**config.mk**
```make
export PLATFORM = sky130hd
export DESIGN_NAME = maskable_interrupt_control
export DESIGN_NICKNAME = d
export VERILOG_FILES = /design/src/rtl/irq_ctrl_pkg.sv /design/src/rtl/maskable_interrupt_control.sv /design/src/rtl/pin_edge_detect.sv /design/src/rtl/irq_pick.sv
export SDC_FILE = /design/constraint.sdc
export NUM_CORES = 1
export LEC_CHECK = 0
export BUFFER_PORTS_ARGS = -buffer_cell sky130_fd_sc_hd__buf_4
export CAP_MARGIN = 0
export CORE_MARGIN = 2
export CORE_UTILIZATION = 45
export DETAILED_ROUTE_END_ITERATION = 6
export GPL_ROUTABILITY_DRIVEN = 0
export GPL_TIMING_DRIVEN = 0
export PLACE_DENSITY_LB_ADDON = 0.3
export SLEW_MARGIN = 30
export SYNTH_ARGS = -nofsm -noshare
export SYNTH_HDL_FRONTEND = slang
export SYNTH_SLANG_ARGS = --single-unit
```
**constraint.sdc**
```tcl
create_clock -name clk -period 2.4 [get_ports clk]
set_input_delay 0.36 -clock clk [delete_from_list [all_inputs] [get_ports clk]]
set_output_delay 0.36 -clock clk [all_outputs]
set_load 0.01 [all_outputs]
```
**src/rtl/irq_ctrl_pkg.sv**
```systemverilog
// Constants, codes and carrier types for the maskable interrupt control block
package irq_ctrl_pkg;

    // ==========================================================
    // Register addresses and reset values
    localparam logic [15:0] ADDR_REQUEST_FLAGS = 16'hffe0;
    localparam logic [15:0] ADDR_SOURCE_MASK   = 16'hffe4;
    localparam logic [15:0] ADDR_EDGE_SELECT   = 16'hffec;
    localparam logic [7:0]  RST_REQUEST_FLAGS  = 8'h00;
    localparam logic [7:0]  RST_SOURCE_MASK    = 8'hff;
    localparam logic [7:0]  RST_EDGE_SELECT    = 8'h00;
    localparam logic [7:0]  RST_STATUS_WORD    = 8'h02;

    // ==========================================================
    // Field positions
    localparam logic [2:0]  PSW_IE_BIT         = 3'h7;
    localparam int          PIN1_EDGE_LO_POS   = 4;
    localparam int          PIN0_EDGE_LO_POS   = 2;
    localparam logic [7:0]  EDGE_WRITABLE_BITS = 8'h3c;

    // ==========================================================
    // Sources, in priority order: index 0 is the highest
    localparam int          NUM_SRC            = 7;
    localparam int          SRC_LOW_VOLTAGE    = 0;
    localparam int          SRC_PIN0           = 1;
    localparam int          SRC_PIN1           = 2;
    localparam int          SRC_TIMER8         = 3;
    localparam int          SRC_TIMER16_A      = 4;
    localparam int          SRC_TIMER16_B      = 5;
    localparam int          SRC_CONVERSION     = 6;
    localparam logic [15:0] VEC_BASE           = 16'h0006;
    localparam logic [15:0] VEC_STEP           = 16'h0002;

    // ==========================================================
    // Service latency, in CPU clocks, from request to vectored servicing
    localparam int          LAT_MIN_CLK        = 9;
    localparam int          LAT_MAX_CLK        = 19;

    // ==========================================================
    // Codes
    typedef enum logic [1:0] {
        EDGE_FALL = 2'b00,
        EDGE_RISE = 2'b01,
        EDGE_BAD  = 2'b10,
        EDGE_BOTH = 2'b11
    } edge_sel_t;

    typedef enum logic [2:0] {
        ACK_IDLE  = 3'b000,
        ACK_PSW   = 3'b001,
        ACK_PC_HI = 3'b010,
        ACK_PC_LO = 3'b011,
        ACK_VEC   = 3'b100
    } ack_state_t;

    // ==========================================================
    // Carriers
    typedef struct packed {
        logic        rd;
        logic        wr;
        logic        bit_op;
        logic [15:0] addr;
        logic [2:0]  bit_sel;
        logic [7:0]  wdata;
    } sfr_req_t;

    typedef struct packed {
        logic        byte_wr;
        logic        bit_wr;
        logic [2:0]  bit_sel;
        logic [7:0]  wdata;
        logic        ei;
        logic        di;
        logic        return_from_irq_instruction_pop;
        logic [7:0]  return_from_irq_instruction_data;
    } psw_cmd_t;

    typedef struct packed {
        logic conversion_done_irq;
        logic timer16_event_b_irq;
        logic timer16_event_a_irq;
        logic timer8_match_irq;
        logic low_voltage_irq;
    } irq_src_t;

endpackage

```
**src/rtl/maskable_interrupt_control.sv**
```systemverilog
// Maskable interrupt control: flags, mask, edge select, status word, acceptance
// Contract
// Mask bit 0 enables, 1 disables servicing
// Mask register resets to FFH
// Mask accepts bit and byte writes
// Output-mode level change on pin sets flag
// Edge fields: 00 fall, 01 rise, 11 both
// Software writes zero to edge bits 0,1,6,7
// Edge select written by whole byte only
// Edge select resets to 00H
// Software masks, sets edge, clears flag, unmasks
// Enable flag: byte, bit, instructions; acceptance clears
// Status word resets to 02H
// Accept needs flag 1, mask 0, enable 1
// Servicing starts 9 to 19 clocks after request
// Simultaneous requests taken highest priority first
// Unaccepted requests stay pending until allowed
// Push status, push PC, clear enable, vector
// Flag before clock n-1: accept after instruction
// Flag in last clock: accept after next instruction
// Flag or mask access defers acceptance one instruction
// Re-enabled handler nests any unmasked request
// Handler with enable clear leaves requests pending
// Software masks lower sources for priority nesting
// Priority: voltage, pin0, pin1, timer8, timer16 a/b, conversion
// Flag set by source or software, cleared on accept
// Return pops PC then status, restoring enable
`timescale 1ns/1ps
module maskable_interrupt_control (
    // Clock and reset
    input  wire logic                   clk,
    input  wire logic                   reset,
    // Special function register access from the CPU
    input  wire irq_ctrl_pkg::sfr_req_t sfr_req,
    output logic [7:0]                  sfr_rdata,
    // Status word commands from the CPU
    input  wire irq_ctrl_pkg::psw_cmd_t psw_cmd,
    output logic [7:0]                  cpu_status_word,
    // Instruction sequencing from the CPU
    input  wire logic                   instr_end,
    input  wire logic [15:0]            pc_value,
    // Acceptance sequence toward the CPU
    output logic                        cpu_hold,
    output logic                        stack_push,
    output logic [7:0]                  stack_data,
    output logic                        pc_load,
    output logic [15:0]                 pc_load_value,
    // Request sources
    input  wire irq_ctrl_pkg::irq_src_t int_src,
    input  wire logic                   ext_pin_irq0,
    input  wire logic                   ext_pin_irq1,
    input  wire logic [1:0]             pin_out_mode,
    input  wire logic [1:0]             pin_out_level,
    // Register contents for observation
    output logic [7:0]                  request_flag_bits,
    output logic [7:0]                  source_mask_bits,
    output logic [7:0]                  pin_edge_select
);
    import irq_ctrl_pkg::*;

    // ==========================================================
    // Write decoding shared by the bit-writable registers
    function automatic logic [7:0] sfr_apply(input logic [7:0] old, input sfr_req_t req);
        logic [7:0] res;
        res = old;
        if (req.bit_op) begin
            res[req.bit_sel] = req.wdata[0];
        end else begin
            res = req.wdata;
        end
        return res;
    endfunction

    // ==========================================================
    // Registers
    logic [7:0]  flag_q;
    logic [7:0]  flag_d;
    logic [7:0]  mask_q;
    logic [7:0]  mask_d;
    logic [7:0]  edge_q;
    logic [7:0]  edge_d;
    logic [7:0]  psw_q;
    logic [7:0]  psw_d;
    logic [7:0]  rdata_q;
    logic        touch_q;
    logic [2:0]  sel_q;
    ack_state_t  state_q;
    ack_state_t  state_d;
    logic        hold_q;
    logic        push_q;
    logic [7:0]  push_data_q;
    logic        load_q;
    logic [15:0] load_value_q;

    // ==========================================================
    // Address decode
    logic hit_flags;
    logic hit_mask;
    logic hit_edge;
    logic wr_flags;
    logic wr_mask;
    logic wr_edge;
    logic touch_now;
    logic defer;

    assign hit_flags = (sfr_req.addr == ADDR_REQUEST_FLAGS);
    assign hit_mask  = (sfr_req.addr == ADDR_SOURCE_MASK);
    assign hit_edge  = (sfr_req.addr == ADDR_EDGE_SELECT);
    assign wr_flags  = sfr_req.wr & hit_flags;
    assign wr_mask   = sfr_req.wr & hit_mask;
    assign wr_edge   = sfr_req.wr & hit_edge & ~sfr_req.bit_op;
    // Any touch of the flag or mask register blocks acceptance at this boundary
    assign touch_now = (sfr_req.rd | sfr_req.wr) & (hit_flags | hit_mask);
    assign defer     = touch_q | touch_now;

    // ==========================================================
    // Pin edge detection
    logic [1:0] pin_raw;
    logic [1:0] pin_edge;
    edge_sel_t  pin_sel [2];

    assign pin_raw    = {ext_pin_irq1, ext_pin_irq0};
    assign pin_sel[0] = edge_sel_t'(edge_q[PIN0_EDGE_LO_POS +: 2]);
    assign pin_sel[1] = edge_sel_t'(edge_q[PIN1_EDGE_LO_POS +: 2]);

    generate
        for (genvar p = 0; p < 2; p++) begin : g_pin
            pin_edge_detect u_edge (
                .clk       (clk),
                .reset     (reset),
                .pin_raw   (pin_raw[p]),
                .out_mode  (pin_out_mode[p]),
                .out_level (pin_out_level[p]),
                .edge_sel  (pin_sel[p]),
                .edge_pulse(pin_edge[p])
            );
        end
    endgenerate

    // ==========================================================
    // Hardware request sets, laid out in priority order
    logic [7:0] hw_set;

    assign hw_set = {1'b0,
                     int_src.conversion_done_irq,
                     int_src.timer16_event_b_irq,
                     int_src.timer16_event_a_irq,
                     int_src.timer8_match_irq,
                     pin_edge[1],
                     pin_edge[0],
                     int_src.low_voltage_irq};

    // ==========================================================
    // Eligibility and priority pick
    logic [6:0] eligible;
    logic       pick_any;
    logic [2:0] pick_idx;
    logic       ie;
    logic       take;
    logic [7:0] take_clr;

    assign eligible = flag_q[6:0] & ~mask_q[6:0];
    assign ie       = psw_q[PSW_IE_BIT];

    irq_pick u_pick (
        .eligible(eligible),
        .any     (pick_any),
        .idx     (pick_idx)
    );

    // Flags are sampled registered, so a set in an instruction's last clock
    // is first seen at the following boundary
    assign take     = instr_end & (state_q == ACK_IDLE) & ~defer
                    & ie & pick_any;
    assign take_clr = take ? (8'h01 << pick_idx) : 8'h00;

    // ==========================================================
    // Next register values
    logic [7:0] flag_sw;

    assign flag_sw = wr_flags ? sfr_apply(flag_q, sfr_req) : flag_q;
    // Hardware set wins over both software clear and acceptance clear
    assign flag_d  = (flag_sw & ~take_clr) | hw_set;
    assign mask_d  = wr_mask ? sfr_apply(mask_q, sfr_req) : mask_q;
    // Bits outside the two fields are held at zero whatever is written
    assign edge_d  = wr_edge ? (sfr_req.wdata & EDGE_WRITABLE_BITS) : edge_q;

    always_comb begin
        psw_d = psw_q;
        if (take) begin
            psw_d[PSW_IE_BIT] = 1'b0;
        end else if (psw_cmd.return_from_irq_instruction_pop) begin
            psw_d = psw_cmd.return_from_irq_instruction_data;
        end else if (psw_cmd.byte_wr) begin
            psw_d = psw_cmd.wdata;
        end else if (psw_cmd.bit_wr) begin
            psw_d[psw_cmd.bit_sel] = psw_cmd.wdata[0];
        end else if (psw_cmd.ei) begin
            psw_d[PSW_IE_BIT] = 1'b1;
        end else if (psw_cmd.di) begin
            psw_d[PSW_IE_BIT] = 1'b0;
        end
    end

    // ==========================================================
    // Acceptance sequence
    logic [15:0] vector_addr;
    logic [7:0]  push_data_d;
    logic        push_d;

    assign vector_addr = VEC_BASE + (VEC_STEP * {13'h0000, sel_q});

    always_comb begin
        state_d = state_q;
        unique case (state_q)
            ACK_IDLE:  state_d = take ? ACK_PSW : ACK_IDLE;
            ACK_PSW:   state_d = ACK_PC_HI;
            ACK_PC_HI: state_d = ACK_PC_LO;
            ACK_PC_LO: state_d = ACK_VEC;
            ACK_VEC:   state_d = ACK_IDLE;
            default:   state_d = ACK_IDLE;
        endcase
    end

    // Status word goes first, captured before the enable clears
    assign push_d      = (state_d == ACK_PSW) | (state_d == ACK_PC_HI)
                       | (state_d == ACK_PC_LO);
    assign push_data_d = (state_d == ACK_PSW)   ? psw_q :
                         (state_d == ACK_PC_HI) ? pc_value[15:8] : pc_value[7:0];

    // ==========================================================
    // Register read
    logic [7:0] rd_mux;

    assign rd_mux = hit_flags ? flag_q :
                    hit_mask  ? mask_q :
                    hit_edge  ? edge_q : 8'h00;

    // ==========================================================
    // Flip-flops
    always_ff @(posedge clk) begin
        if (reset) begin
            flag_q  <= RST_REQUEST_FLAGS;
            mask_q  <= RST_SOURCE_MASK;
            edge_q  <= RST_EDGE_SELECT;
            psw_q   <= RST_STATUS_WORD;
            rdata_q <= 8'h00;
            touch_q <= 1'b0;
        end else begin
            flag_q  <= flag_d;
            mask_q  <= mask_d;
            edge_q  <= edge_d;
            psw_q   <= psw_d;
            rdata_q <= sfr_req.rd ? rd_mux : rdata_q;
            touch_q <= instr_end ? 1'b0 : (touch_q | touch_now);
        end
    end

    always_ff @(posedge clk) begin
        if (reset) begin
            state_q      <= ACK_IDLE;
            sel_q        <= 3'h0;
            hold_q       <= 1'b0;
            push_q       <= 1'b0;
            push_data_q  <= 8'h00;
            load_q       <= 1'b0;
            load_value_q <= 16'h0000;
        end else begin
            state_q      <= state_d;
            sel_q        <= take ? pick_idx : sel_q;
            hold_q       <= (state_d != ACK_IDLE);
            push_q       <= push_d;
            push_data_q  <= push_d ? push_data_d : push_data_q;
            load_q       <= (state_d == ACK_VEC);
            load_value_q <= (state_d == ACK_VEC) ? vector_addr : load_value_q;
        end
    end

    assign sfr_rdata         = rdata_q;
    assign cpu_status_word   = psw_q;
    assign cpu_hold          = hold_q;
    assign stack_push        = push_q;
    assign stack_data        = push_data_q;
    assign pc_load           = load_q;
    assign pc_load_value     = load_value_q;
    assign request_flag_bits = flag_q;
    assign source_mask_bits  = mask_q;
    assign pin_edge_select   = edge_q;
endmodule

```
**src/rtl/pin_edge_detect.sv**
```systemverilog
// Edge detector for one external interrupt pin, with port output mode loopback
`timescale 1ns/1ps
module pin_edge_detect (
    // Clock and reset
    input  wire logic                    clk,
    input  wire logic                    reset,
    // Pin and port state
    input  wire logic                    pin_raw,
    input  wire logic                    out_mode,
    input  wire logic                    out_level,
    // Edge selection and result
    input  wire irq_ctrl_pkg::edge_sel_t edge_sel,
    output logic                         edge_pulse
);
    import irq_ctrl_pkg::*;

    logic sync1_q;
    logic sync2_q;
    logic prev_q;
    logic primed_q;
    logic level;
    logic rise;
    logic fall;

    // In output mode the driven level is seen as the pin level
    assign level = out_mode ? out_level : sync2_q;
    assign rise  = level & ~prev_q;
    assign fall  = ~level & prev_q;
    // The prohibited code detects nothing
    assign edge_pulse = primed_q & (((edge_sel == EDGE_RISE) & rise)
                                  | ((edge_sel == EDGE_FALL) & fall)
                                  | ((edge_sel == EDGE_BOTH) & (rise | fall)));

    always_ff @(posedge clk) begin
        sync1_q <= pin_raw;
        sync2_q <= sync1_q;
        if (reset) begin
            prev_q   <= 1'b0;
            primed_q <= 1'b0;
        end else begin
            prev_q   <= level;
            primed_q <= 1'b1;
        end
    end
endmodule

```
**src/rtl/irq_pick.sv**
```systemverilog
// Fixed priority picker: the lowest index among the eligible sources wins
`timescale 1ns/1ps
module irq_pick (
    // Requests
    input  wire logic [6:0] eligible,
    // Winner
    output logic            any,
    output logic [2:0]      idx
);
    import irq_ctrl_pkg::*;

    always_comb begin
        any = 1'b0;
        idx = 3'h0;
        for (int i = NUM_SRC - 1; i >= 0; i--) begin
            if (eligible[i]) begin
                any = 1'b1;
                idx = 3'(i);
            end
        end
    end
endmodule

```
# Word level (Yosys, flattened, before mapping)
# Index checks and enable logic that the tools add are counted.
# Widths: inputs -> output; s select.
# op_classes
reduce_logical	11
n_shift	1
addsub	1
bitwise	44
mux	41
n_eq_ne	14
order_cmp	4
# ops
operator	n
$mux 8	10
$eq 16x16->1 const B	3
$bwmux 8	3
$and 1x1->1	21
$mux 3	7
$mux 1	16
$eq 3x2->1 const B	4
$pmux 3 s4	1
$or 1x1->1	11
$and 8x8->8	1
$lt 3x4->1 const B	2
$not 8->8	1
$or 8x7->8	1
$shl 1x3->8 const A	1
$and 7x7->7	1
$mux 7	1
$not 1->1	7
$not 7->7	1
$demux 1 s3	2
$eq 3x1->1 const B	2
$ge 3x1->1 const B	2
$mux 6	1
$reduce_bool 3->1	2
$add 3x4->5 const A	1
9 further kinds	14
# word_totals
input_bits	84
out_inout_bits	67
register_bits	77
elab_cells	137

# Depth between registers and ports, before layout
# logic_depth
word_depth	15
depth_mapped	7
mapped_depth_nobuf	7

# Cells and area by module
# Synthesis repeated with hierarchy kept, for this count alone.
# unflattened
cells_unflattened	467
area_unflattened_um2	3816.2
# modules_own_cells
module	seq_area_each_um2	instances	area_per_inst_um2	cells_per_inst
maskable_interrupt_control	1161.1	1	3424.5	426
pin_edge_detect	80.1	2	162.7	15
irq_pick	0.0	1	66.3	11

# Worst setup path before layout
# OpenSTA, ideal clock, no wires.
# synth_timing
path_kind	input port to flip-flop
startpoint	in sfr_req[15] (netlist bit)
endpoint	reg psw_q[1], in the netlist cpu_status_word[1]
arrival_ns	1.787
stages	5
path_buffers	0
t_required_ns	2.278
setup_slack_ns	0.491
setup_ns	0.122
path_cell_list	nand4b_1 > or4_4 > nor2_4 > o22ai_1 > a221o_1
# synth_between
elab_chain_len	10
word_cells_on_any_way	11
classes_between	eq/ne (2); bitwise (8); reduce/logical (1)
# synth_lines
element	line	source
from (decl)	maskable_interrupt_control.sv:34	input wire irq_ctrl_pkg::sfr_req_t sfr_req,
$eq 16x16->1 (on tied branches)	maskable_interrupt_control.sv:106, maskable_interrupt_control.sv:107	
$or 1x1->1 *	maskable_interrupt_control.sv:113	assign touch_now = (sfr_req.rd | sfr_req.wr) & (hit_flags | hit_mask);
$and 1x1->1 *	maskable_interrupt_control.sv:113	
$or 1x1->1 *	maskable_interrupt_control.sv:114	assign defer = touch_q | touch_now;
$not 1->1 *	maskable_interrupt_control.sv:173	assign take = instr_end & (state_q == ACK_IDLE) & ~defer
$and 1x1->1 *	maskable_interrupt_control.sv:173	
$and 1x1->1 * (2 in a row)	maskable_interrupt_control.sv:174	& ie & pick_any;
$not 1->1 (no line) *	--	
$reduce_and 2->1 (no line) *	--	
to (signal assigned)	maskable_interrupt_control.sv:253	psw_q <= psw_d;
to (decl)	maskable_interrupt_control.sv:82	logic [7:0] psw_q;
# Every way passes the cells marked *; elsewhere a longest branch is shown, timed or not.
# A chain may end at the register's enable or synchronous reset.

# Worst setup path in the final report
# layout_timing
startpoint	reg psw_q[7], in the netlist cpu_status_word[7]
endpoint	reg push_data_q[1], in the netlist stack_data[1]
# layout_between
elab_chain_len	7
word_cells_on_any_way	11
classes_between	eq/ne (3); mux (4); bitwise (4)
# layout_lines
element	line	source
$and 1x1->1 * (2 in a row)	maskable_interrupt_control.sv:174	
$mux 1 *	maskable_interrupt_control.sv:216	ACK_IDLE: state_d = take ? ACK_PSW : ACK_IDLE;
$pmux 3 s4 *	maskable_interrupt_control.sv:215	unique case (state_q)
$eq 3x2->1 or $eq 3x1->1 (tied branches)	maskable_interrupt_control.sv:226, maskable_interrupt_control.sv:229, maskable_interrupt_control.sv:228	
$mux 8 or $or 1x1->1 (tied branches)	maskable_interrupt_control.sv:229, maskable_interrupt_control.sv:226	
$mux 8 or $or 1x1->1 (tied branches)	maskable_interrupt_control.sv:228, maskable_interrupt_control.sv:227	
to (signal assigned)	maskable_interrupt_control.sv:273	push_data_q <= push_d ? push_data_d : push_data_q;
to (decl)	maskable_interrupt_control.sv:91	logic [7:0] push_data_q;
# Marks and branches as above.

==> out/qor.csv <==
stage,metric,value,unit
logic_synthesis,Synth cell types,58,
hold_path,Hold Crit Class,input pin to flop,
job,total of max-cap violations,0,
finish,non-filler instance count after layout,711,
logic_synthesis,Synth Register Bits,65,
timing,fmax,460.2,MHz
power_and_ir_drop,combinational power share,15.3,%
die,IO Count,151,
logic_synthesis,synth cell count leaders,"dfxtp_1 (65), nand2_1 (37), nor2_1 (32), a21oi_1 (26)",
detailed_routing,wl on met1,4243,µm
setup_path,Worst EP arrival,2.46,ns
logic_synthesis,largest area contributor in the netlist,dfxtp_1,
finish,P&R area growth vs syn,37.09,%
setup_path,Worst R2R End,stack_data[1]$_SDFFE_PP0P_,
clocking,"CTS clk-pin slew, worst paths",0.07,ns
timing,Fin Hold WS,0.1154,ns
detailed_routing,Residual DRC,0,
clocking,post-CTS sizing,0,
logic_synthesis,Post-Syn Instances,448,
clocking,setup bufs post-CTS,0,
die,row count,32,
die,Total Die Area,8926,µm²
clocking,clock tree buffer depth,2,
timing,"Hold Vio Cnt, Final",0,
detailed_routing,Routed WL,10710,µm
clocking,H-tree level count,3,
detailed_routing,vias,3941,
timing,Fin Setup TNS,0,ns
finish,fin area,5050,µm²
timing,final setup violation count,0,
hold_path,WHS Endpoint,g_pin[1].u_edge.sync1_q$_DFF_P_,
power_and_ir_drop,pwr dens,479.1,nW/µm²
detailed_routing,DR WL met2,5198,µm
clocking,cts bufs inserted,9,
timing,Final Worst Setup Slack,0.2269,ns
logic_synthesis,yosys warns,0,
detailed_routing,Final ANT Viol Nets,0,
die,die height,94.48,µm
die,Initial Util,46.94,%
power_and_ir_drop,final total power,2.419,mW
detailed_routing,Vias/cell,5.543,
setup_path,"setup slack, reg-to-reg",0.23,ns
setup_path,CP Buf/Inv Count,0,
timing,fin crit share,90.55,%
global_route,vias in the first global route,3770,
timing,Period minus WS final,2.173,ns
finish,diodes inserted,0,
setup_path,"most used cell, CP",nor3_1,
die,core area,7848,µm²
timing,slew margin rel.,41.11,%
logic_synthesis,async set-reset flop share out of synthesis,0,%
logic_synthesis,most common cell in the netlist,dfxtp_1,
setup_path,critical path's top delay family,simple AND/OR/NAND/NOR gates,
logic_synthesis,Post-synth top flop,dfxtp_1,
detailed_routing,DR WL/cell,15.07,µm
hold_path,hold depth,1,
logic_synthesis,syn avg cell area,8.222,µm²
setup_path,"Largest stage delay, worst path",0.61,ns
setup_path,Critical Path Sink Type,flop,
placed_design,placed cells,696,
detailed_routing,top sig layer,met4,
logic_synthesis,"Seq/Total Area, Yosys",35.33,%
timing,pins over their slew limit,0,
clocking,clk_lat worst skew,0.35,ns
hold_path,Hold Startpoint,ext_pin_irq1,
detailed_routing,DRT iter0 DRCs,346,
die,die width,94.48,µm
placed_design,Place WS,0.1051,ns
placed_design,Placed Area,4856,µm²
timing,Slew @ Worst Pin,0.8612,ns
global_route,gr usage total,24.67,%
clocking,CTS tree,built,
power_and_ir_drop,peak supply drop,0.3056,mV
placed_design,I/O Buffers,131,
detailed_routing,met3 wire length,931,µm
power_and_ir_drop,Leak,2.199,nW
run_status,status,"finished, final reports clean",
logic_synthesis,Synth Cell Area,3684,µm²
setup_path,Worst setup SP type,flop,
global_route,global-route wire length before repair,17470,µm
finish,FILL cells,714,
global_route,largest net degree at the start of global routing,13,
power_and_ir_drop,switching pwr,0.6450,mW
logic_synthesis,Synth area leaders,"dfxtp_1 (35%), mux2i_1 (6.8%), nand2b_1 (4.2%)",
logic_synthesis,post-synth top area share,35.33,%
setup_path,Worst EP required,2.68,ns
clocking,# clock sinks,65,
setup_path,Crit Path Class,flop to flop,
placed_design,DP HPWL,8432,µm
setup_path,worst path cell trace,"nand4bb_1, nor3_1, a21bo_2, nor3_1, a221o_1",
timing,RSZ-0062 raised after global routing,no,
timing,Clock Skew,0.01409,ns
clocking,# hold bufs at CTS,0,
finish,layout cell share with drive strength beyond 1,30.05,%
finish,Final Util,64.35,%
power_and_ir_drop,switching share of power,26.66,%
logic_synthesis,Post-synth EDFFs,0,
setup_path,worst reg2reg path startpoint,cpu_status_word[7]$_SDFFE_PP0P_,
power_and_ir_drop,sequential share of power,46.6,%
global_route,antenna violations before repair,0,
power_and_ir_drop,Clock power frac,38.0,%
setup_path,maximum fanout along the worst path,7,
setup_path,R2R depth,5,
power_and_ir_drop,Cell Int Power,1.774,mW
global_route,GR Overflow Total,0,
clocking,Root Driver,clkbuf_8,
finish,# nets final,694,
detailed_routing,Detailed Routing Iterations Pass 1,4,
setup_path,Crit-path slowest cell,nor3_1,
-- logic make-up after synthesis --
group / after synthesis / synth area share [%]
compound gates: 117 / 21.94
xor+xnor: 1 / 0.2378
fa+ha+maj: 5 / 1.698
buf+inv: 61 / 7.914
flops: 65 / 35.33
mux: 30 / 8.322
other cells: 1 / 0.1018
simple gates: 168 / 24.46
-- final cells by class --
cell class | instances | area [µm²] | share of cell area, %
Multi-Input combinational cell | 337 | 2152 | 42.62
Tap cell | 102 | 127.6 | 2.527
Buffer | 40 | 212.7 | 4.212
Timing Repair Buffer | 131 | 983.4 | 19.47
Clock buffer | 9 | 123.9 | 2.453
Sequential cell | 65 | 1301 | 25.77
Clock inverter | 6 | 70.07 | 1.388
Inverter | 21 | 78.83 | 1.561
-- per-layer routing --
metal	track usage [%]	vias up
li1	-	1913
met1	30.45	1791
met2	42.08	203
met3	5.028	34
met4	9.903	0
met5	0	-
-- power by group through the flow --
stage                     logic [mW]  clock network [mW]  registers [mW]
after floorplan                0.172                   0            1.15
after global routing           0.407               0.980            1.13
after CTS                      0.369               0.931            1.13
final                          0.371               0.920            1.13
after global placement         0.360                   0            1.15
after detailed placement       0.367                   0            1.15
-- worst max-delay path by stage --
stage,start,to,slack (ns),cells after the start
final,cpu_status_word[7]$_SDFFE_PP0P_,stack_data[1]$_SDFFE_PP0P_,0.23,5
after global routing,cpu_status_word[7]$_SDFFE_PP0P_,request_flag_bits[2]$_SDFF_PP0_,0.009,5
after CTS,cpu_status_word[7]$_SDFFE_PP0P_,stack_data[1]$_SDFFE_PP0P_,0.24,5
after detailed placement,sfr_req[15],stack_data[1]$_SDFFE_PP0P_,0.11,6
after global placement,sfr_req[14],stack_data[6]$_SDFFE_PP0P_,0.08,6
after floorplan,sfr_req[15],cpu_status_word[1]$_SDFFE_PP1P_,0.49,5
-- cells in the final DEF (no fill, tap or decap), types with 7 or more instances in the layout --
cell      instances
buf_4           147
dfxtp_1          65
nand2_1          37
nor2_1           32
a21oi_1          26
mux2i_1          25
nand2b_1         25
clkbuf_1         22
nand3_1          22
inv_1            19
o21ai_0          19
conb_1           16
nor2b_1          14
a22oi_1          14
clkbuf_8          9
a211oi_1          8
a221o_1           8
o211ai_1          7
-- registers in the layout, summed over array words and instances (netlist names) --
name and cells:
cpu_status_word 8, stack_data 8, pin_edge_select 4, sfr_rdata 8, g_pin.u_edge.primed_q 1, request_flag_bits 8
pc_load 1, g_pin.u_edge.sync1_q 2, source_mask_bits 8, sel_q 3, cpu_hold 1, g_pin.u_edge.sync2_q 2
touch_q 1, g_pin.u_edge.prev_q 2, pc_load_value 4, stack_push 1, state_q 3
No activity file was read; power rests on OpenSTA's default activity.
